$ cat config.mk
export PLATFORM = sky130hd
export DESIGN_NAME = pfl_fault_ctrl
export DESIGN_NICKNAME = d
export VERILOG_FILES = /design/src/core/pfl_pkg.sv /design/src/core/pfl_fault_ctrl.sv /design/src/core/pfl_interval_timer.sv
export SDC_FILE = /design/constraint.sdc
export NUM_CORES = 1
export LEC_CHECK = 0
export ABC_AREA = 1
export BUFFER_PORTS_ARGS = -buffer_cell sky130_fd_sc_hd__buf_2
export CAP_MARGIN = 15
export CORE_MARGIN = 2
export CORE_UTILIZATION = 30
export DETAILED_ROUTE_END_ITERATION = 16
export SYNTH_ARGS = -nofsm -noshare
export SYNTH_HDL_FRONTEND = slang
export SYNTH_SLANG_ARGS = --single-unit
$ cat constraint.sdc
create_clock -name clk -period 3.9 [get_ports clk]
set_input_delay 0.78 -clock clk [delete_from_list [all_inputs] [get_ports clk]]
set_output_delay 0.78 -clock clk [all_outputs]
set_load 0.01 [all_outputs]
$ cat src/core/pfl_pkg.sv
/*
 * Constants, register map and state type for the point-of-load converter fault latch and turn-off controller.
 * Assumes a 125 MHz controller clock and a byte-wide register port.
 */
package pfl_pkg;

    // register addresses on the byte-wide register port
    localparam logic [7:0] ADDR_SETUP_ONE  = 8'h00;
    localparam logic [7:0] ADDR_STYLE      = 8'h01;
    localparam logic [7:0] ADDR_PROPAGATE  = 8'h02;
    localparam logic [7:0] ADDR_STATE      = 8'h03;
    localparam logic [7:0] ADDR_FLAGS      = 8'h16;

    // protection_setup_one fields
    localparam int unsigned BIT_TRK_EN   = 7;
    localparam int unsigned BIT_PV_EN    = 6;
    localparam int unsigned NUM_FAULTS   = 6;

    // fault positions, shared by latch selects, flags and propagation
    localparam int unsigned FLT_TRK = 5;
    localparam int unsigned FLT_OT  = 4;
    localparam int unsigned FLT_OC  = 3;
    localparam int unsigned FLT_UV  = 2;
    localparam int unsigned FLT_OV  = 1;
    localparam int unsigned FLT_PV  = 0;

    // turn-off style codes and field positions in the style register
    localparam logic [1:0] STYLE_SEQ   = 2'h0;
    localparam logic [1:0] STYLE_CRIT  = 2'h1;
    localparam logic [1:0] STYLE_EMERG = 2'h2;
    localparam int unsigned STY_OT_LSB = 0;
    localparam int unsigned STY_UV_LSB = 2;
    localparam int unsigned STY_OV_LSB = 4;

    // reset values
    localparam logic [7:0] SETUP_RESET = 8'h43;
    localparam logic [5:0] STYLE_RESET = 6'h20;
    localparam logic [5:0] PROP_RESET  = 6'h3F;
    localparam logic [5:0] FLAGS_RESET = 6'h3F;
    localparam logic [5:0] NO_FAULTS   = 6'h00;

    // restart and recovery interval
    localparam int unsigned RESTART_TIME_US = 130000;
    localparam int unsigned CLK_MHZ         = 125;
    localparam int unsigned RESTART_CYCLES  = RESTART_TIME_US * CLK_MHZ;

    typedef enum logic [1:0] {
        PFL_OFF,
        PFL_ON,
        PFL_RETRY,
        PFL_LATCHED
    } pfl_state_e;

endpackage

$ cat src/core/pfl_fault_ctrl.sv
/*
 * Fault latching, auto-restart and turn-off style controller of a point-of-load converter.
 * Assumes fault detector levels, turn-on command and register strobes are synchronous to clk;
 * input power cycling is seen as rstn.
 */
// Overview of operation
// - non-latching fault: retry start-up every 130ms until the cause disappears
// - each restart ramps up exactly like a normal turn-on
// - latching fault: shut down and stay off, no automatic restarts
// - latched unit restarts after 130ms, cause gone, plus flag clear or command toggle
// - each protection selectable latching or not, propagating or not, writable
// - setup bit 7 enables tracking fault, resets to 0
// - setup bit 6 enables phase voltage error, resets to 1
// - setup bits 5..0 choose latching per fault; bits 1,0 reset to 1
// - overheat, undervoltage, overvoltage turn-off style individually selectable
// - sequenced turn-off ramps down like a normal controlled shutdown
// - critical turn-off switches both high and low side off at once
// - emergency turn-off: high side off and low side on together
// - a tripped protection drives its fault flag to 0
// - overcurrent and tracking faults use critical turn-off unless an emergency-style cause trips in the same cycle
`timescale 1ns/10ps
module pfl_fault_ctrl
    import pfl_pkg::*;
#(
    parameter int unsigned RESTART_CNT = RESTART_CYCLES
)
(
    input  wire logic       clk,
    input  wire logic       rstn,
    input  wire logic       clk_en,
    input  wire logic       turn_on_cmd,
    input  wire logic [5:0] fault_detect,
    input  wire logic       reg_wr,
    input  wire logic       reg_rd,
    input  wire logic [7:0] reg_addr,
    input  wire logic [7:0] reg_wdata,
    output logic      [7:0] reg_rdata,
    output logic            conv_enable,
    output logic            ramp_down_req,
    output logic            hs_force_off,
    output logic            ls_force_off,
    output logic            ls_force_on,
    output logic            ok_pull_low,
    output logic      [5:0] fault_flag_register
);

    // turn-off style for a set of causes; the hardest style wins
    function automatic logic [1:0] pick_style(input logic [5:0] cause, input logic [5:0] sty);
        logic emerg;
        logic crit;
        emerg = (cause[FLT_OT] && sty[STY_OT_LSB +: 2] == STYLE_EMERG)
              || (cause[FLT_UV] && sty[STY_UV_LSB +: 2] == STYLE_EMERG)
              || (cause[FLT_OV] && sty[STY_OV_LSB +: 2] == STYLE_EMERG);
        crit  = cause[FLT_OC] || cause[FLT_TRK] || cause[FLT_PV]
              || (cause[FLT_OT] && sty[STY_OT_LSB +: 2] == STYLE_CRIT)
              || (cause[FLT_UV] && sty[STY_UV_LSB +: 2] == STYLE_CRIT)
              || (cause[FLT_OV] && sty[STY_OV_LSB +: 2] == STYLE_CRIT);
        if (emerg)
            pick_style = STYLE_EMERG;
        else if (crit)
            pick_style = STYLE_CRIT;
        else
            pick_style = STYLE_SEQ;
    endfunction

    logic [7:0]  setup_reg;
    logic [5:0]  style_reg;
    logic [5:0]  prop_reg;
    logic [5:0]  flags_reg;
    logic [5:0]  cause_reg;
    logic [1:0]  active_style_reg;
    logic        cmd_low_seen_reg;
    pfl_state_e  state_reg;
    pfl_state_e  state_next;
    logic [5:0]  enable_mask;
    logic [5:0]  trip_now;
    logic        trip_any;
    logic        timer_start;
    logic        timer_done;
    logic        cause_gone;
    logic        flag_cleared;
    logic        wr_setup;
    logic        wr_style;
    logic        wr_prop;
    logic        wr_flags;
    logic        in_fault;

    always_comb
    begin
        wr_setup = 1'b0;
        wr_style = 1'b0;
        wr_prop  = 1'b0;
        wr_flags = 1'b0;
        if (reg_wr && reg_addr == ADDR_SETUP_ONE)
            wr_setup = 1'b1;
        else if (reg_wr && reg_addr == ADDR_STYLE)
            wr_style = 1'b1;
        else if (reg_wr && reg_addr == ADDR_PROPAGATE)
            wr_prop = 1'b1;
        else if (reg_wr && reg_addr == ADDR_FLAGS)
            wr_flags = 1'b1;
    end

    // only tracking and phase voltage have enables; the rest are always armed
    always_comb
    begin
        enable_mask          = 6'h3F;
        enable_mask[FLT_TRK] = setup_reg[BIT_TRK_EN];
        enable_mask[FLT_PV]  = setup_reg[BIT_PV_EN];
    end

    assign trip_now     = (state_reg == PFL_ON) ? (fault_detect & enable_mask) : NO_FAULTS;
    assign trip_any     = trip_now != NO_FAULTS;
    assign timer_start  = clk_en && trip_any;
    assign cause_gone   = (fault_detect & cause_reg) == NO_FAULTS;
    assign flag_cleared = (flags_reg & cause_reg) == cause_reg;
    assign in_fault     = (state_reg == PFL_RETRY) || (state_reg == PFL_LATCHED);

    pfl_interval_timer #(
        .CYCLES (RESTART_CNT)
    ) u_timer (
        .clk    (clk),
        .rstn   (rstn),
        .clk_en (clk_en),
        .start  (timer_start),
        .done   (timer_done)
    );

    // configuration registers
    always_ff @(posedge clk or negedge rstn)
    begin
        if (!rstn)
        begin
            setup_reg <= SETUP_RESET;
            style_reg <= STYLE_RESET;
            prop_reg  <= PROP_RESET;
        end
        else if (clk_en)
        begin
            if (wr_setup)
                setup_reg <= reg_wdata;
            if (wr_style)
                style_reg <= reg_wdata[5:0];
            if (wr_prop)
                prop_reg <= reg_wdata[5:0];
        end
    end

    // active-low flags; a trip in the clearing cycle still wins
    always_ff @(posedge clk or negedge rstn)
    begin
        if (!rstn)
            flags_reg <= FLAGS_RESET;
        else if (clk_en)
            flags_reg <= (flags_reg | (wr_flags ? reg_wdata[5:0] : NO_FAULTS)) & ~trip_now;
    end

    always_comb
    begin
        state_next = state_reg;
        case (state_reg)
            PFL_OFF:
                if (turn_on_cmd)
                    state_next = PFL_ON;
            PFL_ON:
                if (trip_any)
                    state_next = ((trip_now & setup_reg[5:0]) != NO_FAULTS) ? PFL_LATCHED : PFL_RETRY;
                else if (!turn_on_cmd)
                    state_next = PFL_OFF;
            PFL_RETRY:
                // a persisting cause re-trips at once and re-arms the interval
                if (!turn_on_cmd)
                    state_next = PFL_OFF;
                else if (timer_done)
                    state_next = PFL_ON;
            PFL_LATCHED:
                if (timer_done && cause_gone && turn_on_cmd && (flag_cleared || cmd_low_seen_reg))
                    state_next = PFL_ON;
            default:
                state_next = PFL_OFF;
        endcase
    end

    always_ff @(posedge clk or negedge rstn)
    begin
        if (!rstn)
            state_reg <= PFL_OFF;
        else if (clk_en)
            state_reg <= state_next;
    end

    // remembers the cause and style of the last fault shutdown
    always_ff @(posedge clk or negedge rstn)
    begin
        if (!rstn)
        begin
            cause_reg        <= NO_FAULTS;
            active_style_reg <= STYLE_SEQ;
        end
        else if (clk_en && trip_any)
        begin
            cause_reg        <= trip_now;
            active_style_reg <= pick_style(trip_now, style_reg);
        end
    end

    // command toggle while latched counts as a clear
    always_ff @(posedge clk or negedge rstn)
    begin
        if (!rstn)
            cmd_low_seen_reg <= 1'b0;
        else if (clk_en)
        begin
            if (state_reg != PFL_LATCHED)
                cmd_low_seen_reg <= 1'b0;
            else if (!turn_on_cmd)
                cmd_low_seen_reg <= 1'b1;
        end
    end

    // power stage controls
    always_ff @(posedge clk or negedge rstn)
    begin
        if (!rstn)
        begin
            conv_enable   <= 1'b0;
            ramp_down_req <= 1'b0;
            hs_force_off  <= 1'b0;
            ls_force_off  <= 1'b0;
            ls_force_on   <= 1'b0;
            ok_pull_low   <= 1'b0;
        end
        else if (clk_en)
        begin
            conv_enable <= state_next == PFL_ON;
            if (state_next == PFL_RETRY || state_next == PFL_LATCHED)
            begin
                ramp_down_req <= pick_style(cause_next(), style_reg) == STYLE_SEQ;
                hs_force_off  <= pick_style(cause_next(), style_reg) != STYLE_SEQ;
                ls_force_off  <= pick_style(cause_next(), style_reg) == STYLE_CRIT;
                ls_force_on   <= pick_style(cause_next(), style_reg) == STYLE_EMERG;
                ok_pull_low   <= (cause_next() & prop_reg) != NO_FAULTS;
            end
            else
            begin
                ramp_down_req <= state_next == PFL_OFF; // commanded shutdown
                hs_force_off  <= 1'b0;
                ls_force_off  <= 1'b0;
                ls_force_on   <= 1'b0;
                ok_pull_low   <= 1'b0;
            end
        end
    end

    // cause in force after this edge
    function automatic logic [5:0] cause_next();
        cause_next = trip_any ? trip_now : cause_reg;
    endfunction

    always_ff @(posedge clk or negedge rstn)
    begin
        if (!rstn)
            reg_rdata <= 8'h00;
        else if (clk_en && reg_rd)
        begin
            if (reg_addr == ADDR_SETUP_ONE)
                reg_rdata <= setup_reg;
            else if (reg_addr == ADDR_STYLE)
                reg_rdata <= {2'h0, style_reg};
            else if (reg_addr == ADDR_PROPAGATE)
                reg_rdata <= {2'h0, prop_reg};
            else if (reg_addr == ADDR_FLAGS)
                reg_rdata <= {2'h0, flags_reg};
            else if (reg_addr == ADDR_STATE)
                reg_rdata <= {4'h0, timer_done, in_fault, state_reg};
            else
                reg_rdata <= 8'h00;
        end
    end

    assign fault_flag_register = flags_reg;

    a_latch_stays_off: assert property (@(posedge clk) disable iff (!rstn)
        (state_reg == PFL_LATCHED && !timer_done) |=> !conv_enable)
        else $error("latched converter turned on");
    a_retry_waits: assert property (@(posedge clk) disable iff (!rstn)
        (state_reg == PFL_RETRY && !timer_done && turn_on_cmd) |=> state_reg == PFL_RETRY)
        else $error("restart before interval");
    a_recover_cond: assert property (@(posedge clk) disable iff (!rstn)
        (state_reg == PFL_LATCHED) ##1 (state_reg == PFL_ON) |-> $past(timer_done) && $past(cause_gone))
        else $error("latched recovery without conditions");
    a_flag_drops: assert property (@(posedge clk) disable iff (!rstn)
        (clk_en && trip_any) |=> (flags_reg & cause_reg) == NO_FAULTS)
        else $error("fault flag not driven to zero");
    a_oc_critical: assert property (@(posedge clk) disable iff (!rstn)
        (clk_en && trip_now[FLT_OC]) |=> hs_force_off && (ls_force_off || ls_force_on))
        else $error("overcurrent not a fast turn-off");
    a_crit_both_off: assert property (@(posedge clk) disable iff (!rstn)
        ls_force_off |-> hs_force_off && !ls_force_on && !ramp_down_req)
        else $error("critical turn-off drive wrong");
    a_emerg_drive: assert property (@(posedge clk) disable iff (!rstn)
        ls_force_on |-> hs_force_off && !ls_force_off)
        else $error("emergency turn-off drive wrong");
    a_trk_gate: assert property (@(posedge clk) disable iff (!rstn)
        (clk_en && state_reg == PFL_ON && fault_detect[FLT_TRK] && setup_reg[BIT_TRK_EN]) |=> in_fault)
        else $error("enabled tracking fault did not trip");
    a_pv_gate: assert property (@(posedge clk) disable iff (!rstn)
        (clk_en && state_reg == PFL_ON && fault_detect[FLT_PV] && setup_reg[BIT_PV_EN]) |=> in_fault)
        else $error("enabled phase voltage fault did not trip");
    a_seq_ramp: assert property (@(posedge clk) disable iff (!rstn)
        (in_fault && active_style_reg == STYLE_SEQ) |-> ramp_down_req && !hs_force_off)
        else $error("sequenced turn-off not ramping");

    c_retry: cover property (@(posedge clk) disable iff (!rstn) state_reg == PFL_RETRY ##1 state_reg == PFL_ON);
    c_latch_recover: cover property (@(posedge clk) disable iff (!rstn)
        state_reg == PFL_LATCHED ##1 state_reg == PFL_ON);
    c_emergency: cover property (@(posedge clk) disable iff (!rstn) ls_force_on);
    c_clear_race: cover property (@(posedge clk) disable iff (!rstn) clk_en && wr_flags && trip_any);

endmodule

$ cat src/core/pfl_interval_timer.sv
/*
 * One-shot interval timer for the restart and recovery wait.
 * Assumes start is a single-cycle pulse qualified by clk_en.
 */
`timescale 1ns/10ps
module pfl_interval_timer
    import pfl_pkg::*;
#(
    parameter int unsigned CYCLES = RESTART_CYCLES
)
(
    input  wire logic clk,
    input  wire logic rstn,
    input  wire logic clk_en,
    input  wire logic start,
    output logic      done
);
    localparam int unsigned CW = $clog2(CYCLES + 1);
    localparam logic [CW-1:0] LOAD = CW'(CYCLES - 1);
    localparam logic [CW-1:0] ZERO = '0;
    localparam logic [CW-1:0] ONE  = CW'(1);

    logic [CW-1:0] cnt_reg;
    logic          busy_reg;

    // restart reloads even mid-count
    always_ff @(posedge clk or negedge rstn)
    begin
        if (!rstn)
        begin
            cnt_reg  <= ZERO;
            busy_reg <= 1'b0;
        end
        else if (clk_en)
        begin
            if (start)
            begin
                cnt_reg  <= LOAD;
                busy_reg <= 1'b1;
            end
            else if (busy_reg && cnt_reg != ZERO)
            begin
                cnt_reg <= cnt_reg - ONE;
            end
        end
    end

    // done holds until the next start
    assign done = busy_reg && (cnt_reg == ZERO);

    a_timer_rearm: assert property (@(posedge clk) disable iff (!rstn)
        (clk_en && start && CYCLES > 1) |=> !done)
        else $error("timer done right after start");

endmodule

# After elaboration in Yosys (flattened, before gate mapping)
# Index checks and enable logic that the tools add are counted.
dict set report op_classes {
  addsub 1
  mul 0
  n_div 0
  n_lt_le_gt_ge 0
  n_eq_ne 21
  n_shift 0
  mux 39
  bitwise 8
  n_reduce_logical 45
}
# cell count
set op_table {}
lappend op_table {{$mux 24} 2}
lappend op_table {{$and 6x6->6} 6}
lappend op_table {{$mux 6} 6}
lappend op_table {{$logic_not 24->1} 1}
lappend op_table {{$reduce_bool 24->1} 1}
lappend op_table {{$sub 24x1->24 const B} 1}
lappend op_table {{$mux 1} 19}
lappend op_table {{$mux 2} 9}
lappend op_table {{$reduce_bool 6->1} 3}
lappend op_table {{$logic_and 1x1->1} 17}
lappend op_table {{$eq 2x2->1 const B} 8}
lappend op_table {{$eq 8x2->1 const B} 2}
lappend op_table {{$eq 2x1->1 const B} 6}
lappend op_table {{$reduce_and 2->1} 6}
lappend op_table {{$logic_or 1x1->1} 10}
lappend op_table {{$eq 8x1->1 const B} 1}
lappend op_table {{$eq 8x5->1 const B} 1}
lappend op_table {{$logic_not 8->1} 1}
lappend op_table {{$mux 8} 1}
lappend op_table {{$pmux 2 s4} 1}
lappend op_table {{$eq 6x6->1} 1}
lappend op_table {{$logic_not 2->1} 3}
lappend op_table {{$logic_not 6->1} 1}
lappend op_table {{$not 6->6} 1}
lappend op_table {{other kinds (5)} 6}
dict set report totals {
  regBits 74
  latch_bits 0
  ram_bits 0
  mem_bits_ro 0
  in_bits 28
  out_inout_bits 20
  elab_cells 130
  n_memories 0
}

# Logic depth before layout (Yosys ltp)
dict set report depth {
  word_depth 15
  ltp_mapped 13
  ltp_nobuf 13
}

# Hierarchy
# From an unflattened synthesis, not the netlist that was laid out.
dict set report hier_totals {
  hier_cells 598
  hier_area_um2 4232.8
}
# module n_inst cells_each area_each_um2 seq_area_each_um2
set modules_own_cells {}
lappend modules_own_cells {pfl_fault_ctrl 1 340 2543.7 1246.2}
lappend modules_own_cells {pfl_interval_timer 1 258 1689.1 625.6}

# Worst setup path before layout
# No wires, ideal clock.
dict set report synth_timing {
  path_type {input to register}
  from {input reg_addr[3]}
  to {register style_reg[3]}
  setup_time_ps 121
  t_arrival_ps 1834
  required_time_ps 3779
  setup_slack_ps 1945
  stages 6
  path_buffers 1
  path_cell_list {or2_4 -> nor4_4 -> nand4_1 -> buf_2 -> nand2_1 -> o21ai_1}
}
dict set report synth_via {
  elab_chain_cells 5
  elab_cells_between_ends 7
  cone_classes {eq/ne (1); mux (2); reduce/logical (4)}
}
# item line
set synth_rtl {}
lappend synth_rtl {{start: declaration} pfl_fault_ctrl.sv:35} ;# input wire logic [7:0] reg_addr,
lappend synth_rtl {{$eq 8x1->1} pfl_fault_ctrl.sv:96} ;# else if (reg_wr && reg_addr == ADDR_STYLE)
lappend synth_rtl {{$logic_and 1x1->1} pfl_fault_ctrl.sv:96}
lappend synth_rtl {{$mux 1} pfl_fault_ctrl.sv:96}
lappend synth_rtl {{$mux 1 *} pfl_fault_ctrl.sv:94} ;# if (reg_wr && reg_addr == ADDR_SETUP_ONE)
lappend synth_rtl {{$reduce_and 2->1 (no line) *} n/a}
lappend synth_rtl {{end signal: assignment} pfl_fault_ctrl.sv:143} ;# style_reg <= reg_wdata[5:0];
lappend synth_rtl {{end: declaration} pfl_fault_ctrl.sv:67} ;# logic [5:0] style_reg;
# Mark *: on every way between the ends. The rest lies on a longest branch, timed or not.
# A chain may end at the register's enable or synchronous reset.

# Final worst setup path
dict set report layout_timing {
  from {register u_timer.cnt_reg[0]}
  to {register u_timer.cnt_reg[5]}
}
dict set report layout_via {
  elab_chain_cells 4
  elab_cells_between_ends 7
  cone_classes {add/sub (1); mux (2); reduce/logical (4)}
}
# item line
set layout_rtl {}
lappend layout_rtl {{start: declaration} pfl_interval_timer.sv:23} ;# logic [CW-1:0] cnt_reg;
lappend layout_rtl {{start signal: assignment} pfl_interval_timer.sv:43} ;# cnt_reg <= cnt_reg - ONE;
lappend layout_rtl {{branches (longest 4 deep; another with $sub 24x1->24)} n/a}
# Parallel ways; which one is timed is not known. The select of a mux whose other input is x is not followed.

==> impl_metrics.yaml <==
setup_path:
  worst_path_max_delay_cell: "dfrtp_1"
  cp_top_family: "simple AND/OR/NAND/NOR gates"
  crit_path_start_kind: "register"
  path_max_fanout: 29
  worst-path-buf-inv: 2
  worstPathCellList: "inv_1, ha_1, inv_1, nor3_1, nand4_1, nand3_4, nand2_4, nand2_1, xor2_1, nor2_1"
  crit_cells: 10
  r2r_end: "u_timer.cnt_reg[5]"
  rrSetupSlack_ns: 1.83
  cp-endpoint: "u_timer.cnt_reg[5]"
  end_kind: "register"
  cpPeakStageDelay_ns: 0.40
  worstPathArrival_ns: 2.27
  crit_type: "reg2reg"
  critPathLaunch: "u_timer.cnt_reg[0]"
  path_common_cell: "inv_1"
  reg2reg_depth: 10
  critPathRequiredTime_ns: 4.10
  rr_startpoint: "u_timer.cnt_reg[0]"
finish:
  final_common_cell: "nand2_1"
  final_cell_mix: "140 x nand2_1, 67 x inv_1, 58 x dfrtp_1"
  seq_area_um2: 1872
  multi_input_area_um2: 2044
  diodes: 0
  largest_reg_flops: 24
  fillCellCount: 1474
  fin_nets: 630
  drive_above_1_share_pct: 19.17
  area_growth_pct: 16.85
floorplanning:
  placementRows: 43
  die-area_um2: 15150
  io_pins: 48
  die_h_um: 123.1
  fp.coreArea_um2: 13880
  start_util_pct: 30.66
  die_x_um: 123.1
pwr:
  finalPower_mw: 2.817
  leakage_nw: 2.276
  vdd_drop_max_uv: 206.7
  power_density_nw_per_um2: 566.6
timing:
  tns_ns: 0
  finalMaxSlewViolations: 0
  min_period_ns: 2.068
  fin_skew_ns: 0.01036
  maxSlewHeadroom_pct: 54.61
  final-hold-violation-count: 0
  clock.fmax_mhz: 483.5
  worstMarginPinSlew_ns: 0.6808
  rsz0062_at_grt: "no"
  setup_violations: 0
  finalCritPeriodShare_pct: 53.03
global_routing:
  track_usage_pct: 16.78
  antenna_found_initial: 0
  grt_pass1_wl_mm: 19.44
  grt_pass1_vias: 3863
  grt_max_degree: 31
  grt_overflow: 0
synth:
  synthArstFlopShare_pct: 100.0
  synthCells: 553
  synth_area_um2: 4255
  synth_edf_count: 0
  syn_nets: 583
  ys_warn_count: 0
  synth_ff_type: "dfrtp_1"
  synth.distinct_cells: 41
  syn_avg_cell_area_um2: 7.695
  ys_ff_latch: 74
  yosysSeqAreaShare_pct: 43.99
drt:
  drt_iter0_drc: 279
  drc_errors: 0
  routed_via_density: 4.925
  wire_per_inst_um: 14.80
  dr.pass1.iters: 5
  finalWirelength_mm: 11.62
  ant_nets: 0
  vias: 3866
placement:
  gp_congestion: 0.8884
  hpwlAfterDp_mm: 9.243
  portBuffers: 47
clock_tree:
  clock-sinks: 74
  cts_buffers: 9
  cts.htree.levels: 3
  cts_resized: 0
  hold_buffers: 0
  clk_latency_ns: 0.34
  cts_setup_buffers: 0
  clockBufferDepth: 2
  path_clk_slew_ns: 0.06
  cts_root_buf: "clkbuf_16"
  cts_tree: "yes"
min_path:
  hold_class: "reg2reg"
run_status:
  status: "completed"
job:
  maxCapViolCount: 0
==> cells by family after synthesis <==
| logic type | share of synthesized area (%) |
|---|---|
| flip-flops | 43.99 |
| adder cells (fa/ha/maj) | 0.5880 |
| AO/OA/AOI/OAI | 12.94 |
| multiplexers | 0.2646 |
| buffers and inverters | 7.968 |
| AND/OR/NAND/NOR | 31.17 |
| XOR/XNOR | 3.087 |
==> synth_stat cells (2+ instances only) <==
cell	instances	area share (%)
nand3_1	35	4.1
inv_2	2	0.18
nor3_2	2	0.47
o22ai_1	6	0.88
nand3_2	6	1.4
buf_2	4	0.47
nor2_2	4	0.59
nand2_2	5	0.74
dfstp_2	16	9.9
o21bai_1	6	1.1
nor3_1	12	1.4
nor2_1	57	5.0
clkbuf_1	5	0.44
inv_1	67	5.9
o21ai_2	5	1.0
nand2_1	140	12
nor2_4	4	1.1
buf_6	3	0.79
o21ai_1	13	1.5
nand4_1	8	1.2
o2111ai_1	2	0.41
o211ai_1	3	0.53
dfrtp_1	58	34
nand2_4	3	0.79
nor4_1	4	0.59
a21oi_1	13	1.5
xor2_1	14	2.9
ha_1	2	0.59
o31ai_2	2	0.59
o21ai_0	41	4.8
==> layout make-up <==
| class | count | area share (%) |
|---|---|---|
| tap | 180 | 4.529 |
| multi-input combinational | 397 | 41.12 |
| sequential | 74 | 37.64 |
| timing repair buffer | 49 | 5.033 |
| clock inverter | 4 | 1.510 |
| inverter | 69 | 5.209 |
| clock buffer | 12 | 4.957 |
==> through the flow <==
stage	hold WS (ns)	utilization, %	instances	area, um2	worst slack, ns
finish	0.4783	35.82	785	4972	1.832
global route	0.5111	35.82	785	4972	1.608
CTS	0.4804	35.82	785	4972	1.799
detailed placement	0.4638	33.50	769	4651	1.558
global placement	0.4603	33.50	769	4651	1.607
floorplan	0.4530	-	553	4255	1.945
==> power by group <==
group	switching (mW)	leakage (nW)	internal, mW
clock network	0.318	0.149	0.578
registers	0.145	0.899	0.932
logic	0.566	1.23	0.278
total	1.03	2.28	1.79
==> worst min-delay path, delay by kind of cell (launching register included) <==
kind	cells	cell delay [ns]
and+or+nand+nor	2	0.11
DFF	1	0.34
==> worst min path at each step <==
stage	end	slack [ns]	start	cells past startpoint
final	reg_rdata[1]	0.48	reg_rdata[1]	2
after global routing	reg_rdata[2]	0.51	reg_rdata[2]	2
after CTS	reg_rdata[1]	0.48	reg_rdata[1]	2
after detailed placement	reg_rdata[1]	0.46	reg_rdata[1]	2
after global placement	reg_rdata[2]	0.46	reg_rdata[2]	2
after floorplan	setup_reg[2]	0.45	setup_reg[2]	2
==> metal layers <==
layer,vias to the layer above,global-route usage [%],routed length (um)
li1,1896,-,-
met1,1865,20.31,4995
met2,81,28.49,5861
met3,24,3.875,450
met4,0,7.315,312
met5,-,0,0
Note: power is estimated with default switching activity, not from simulation.
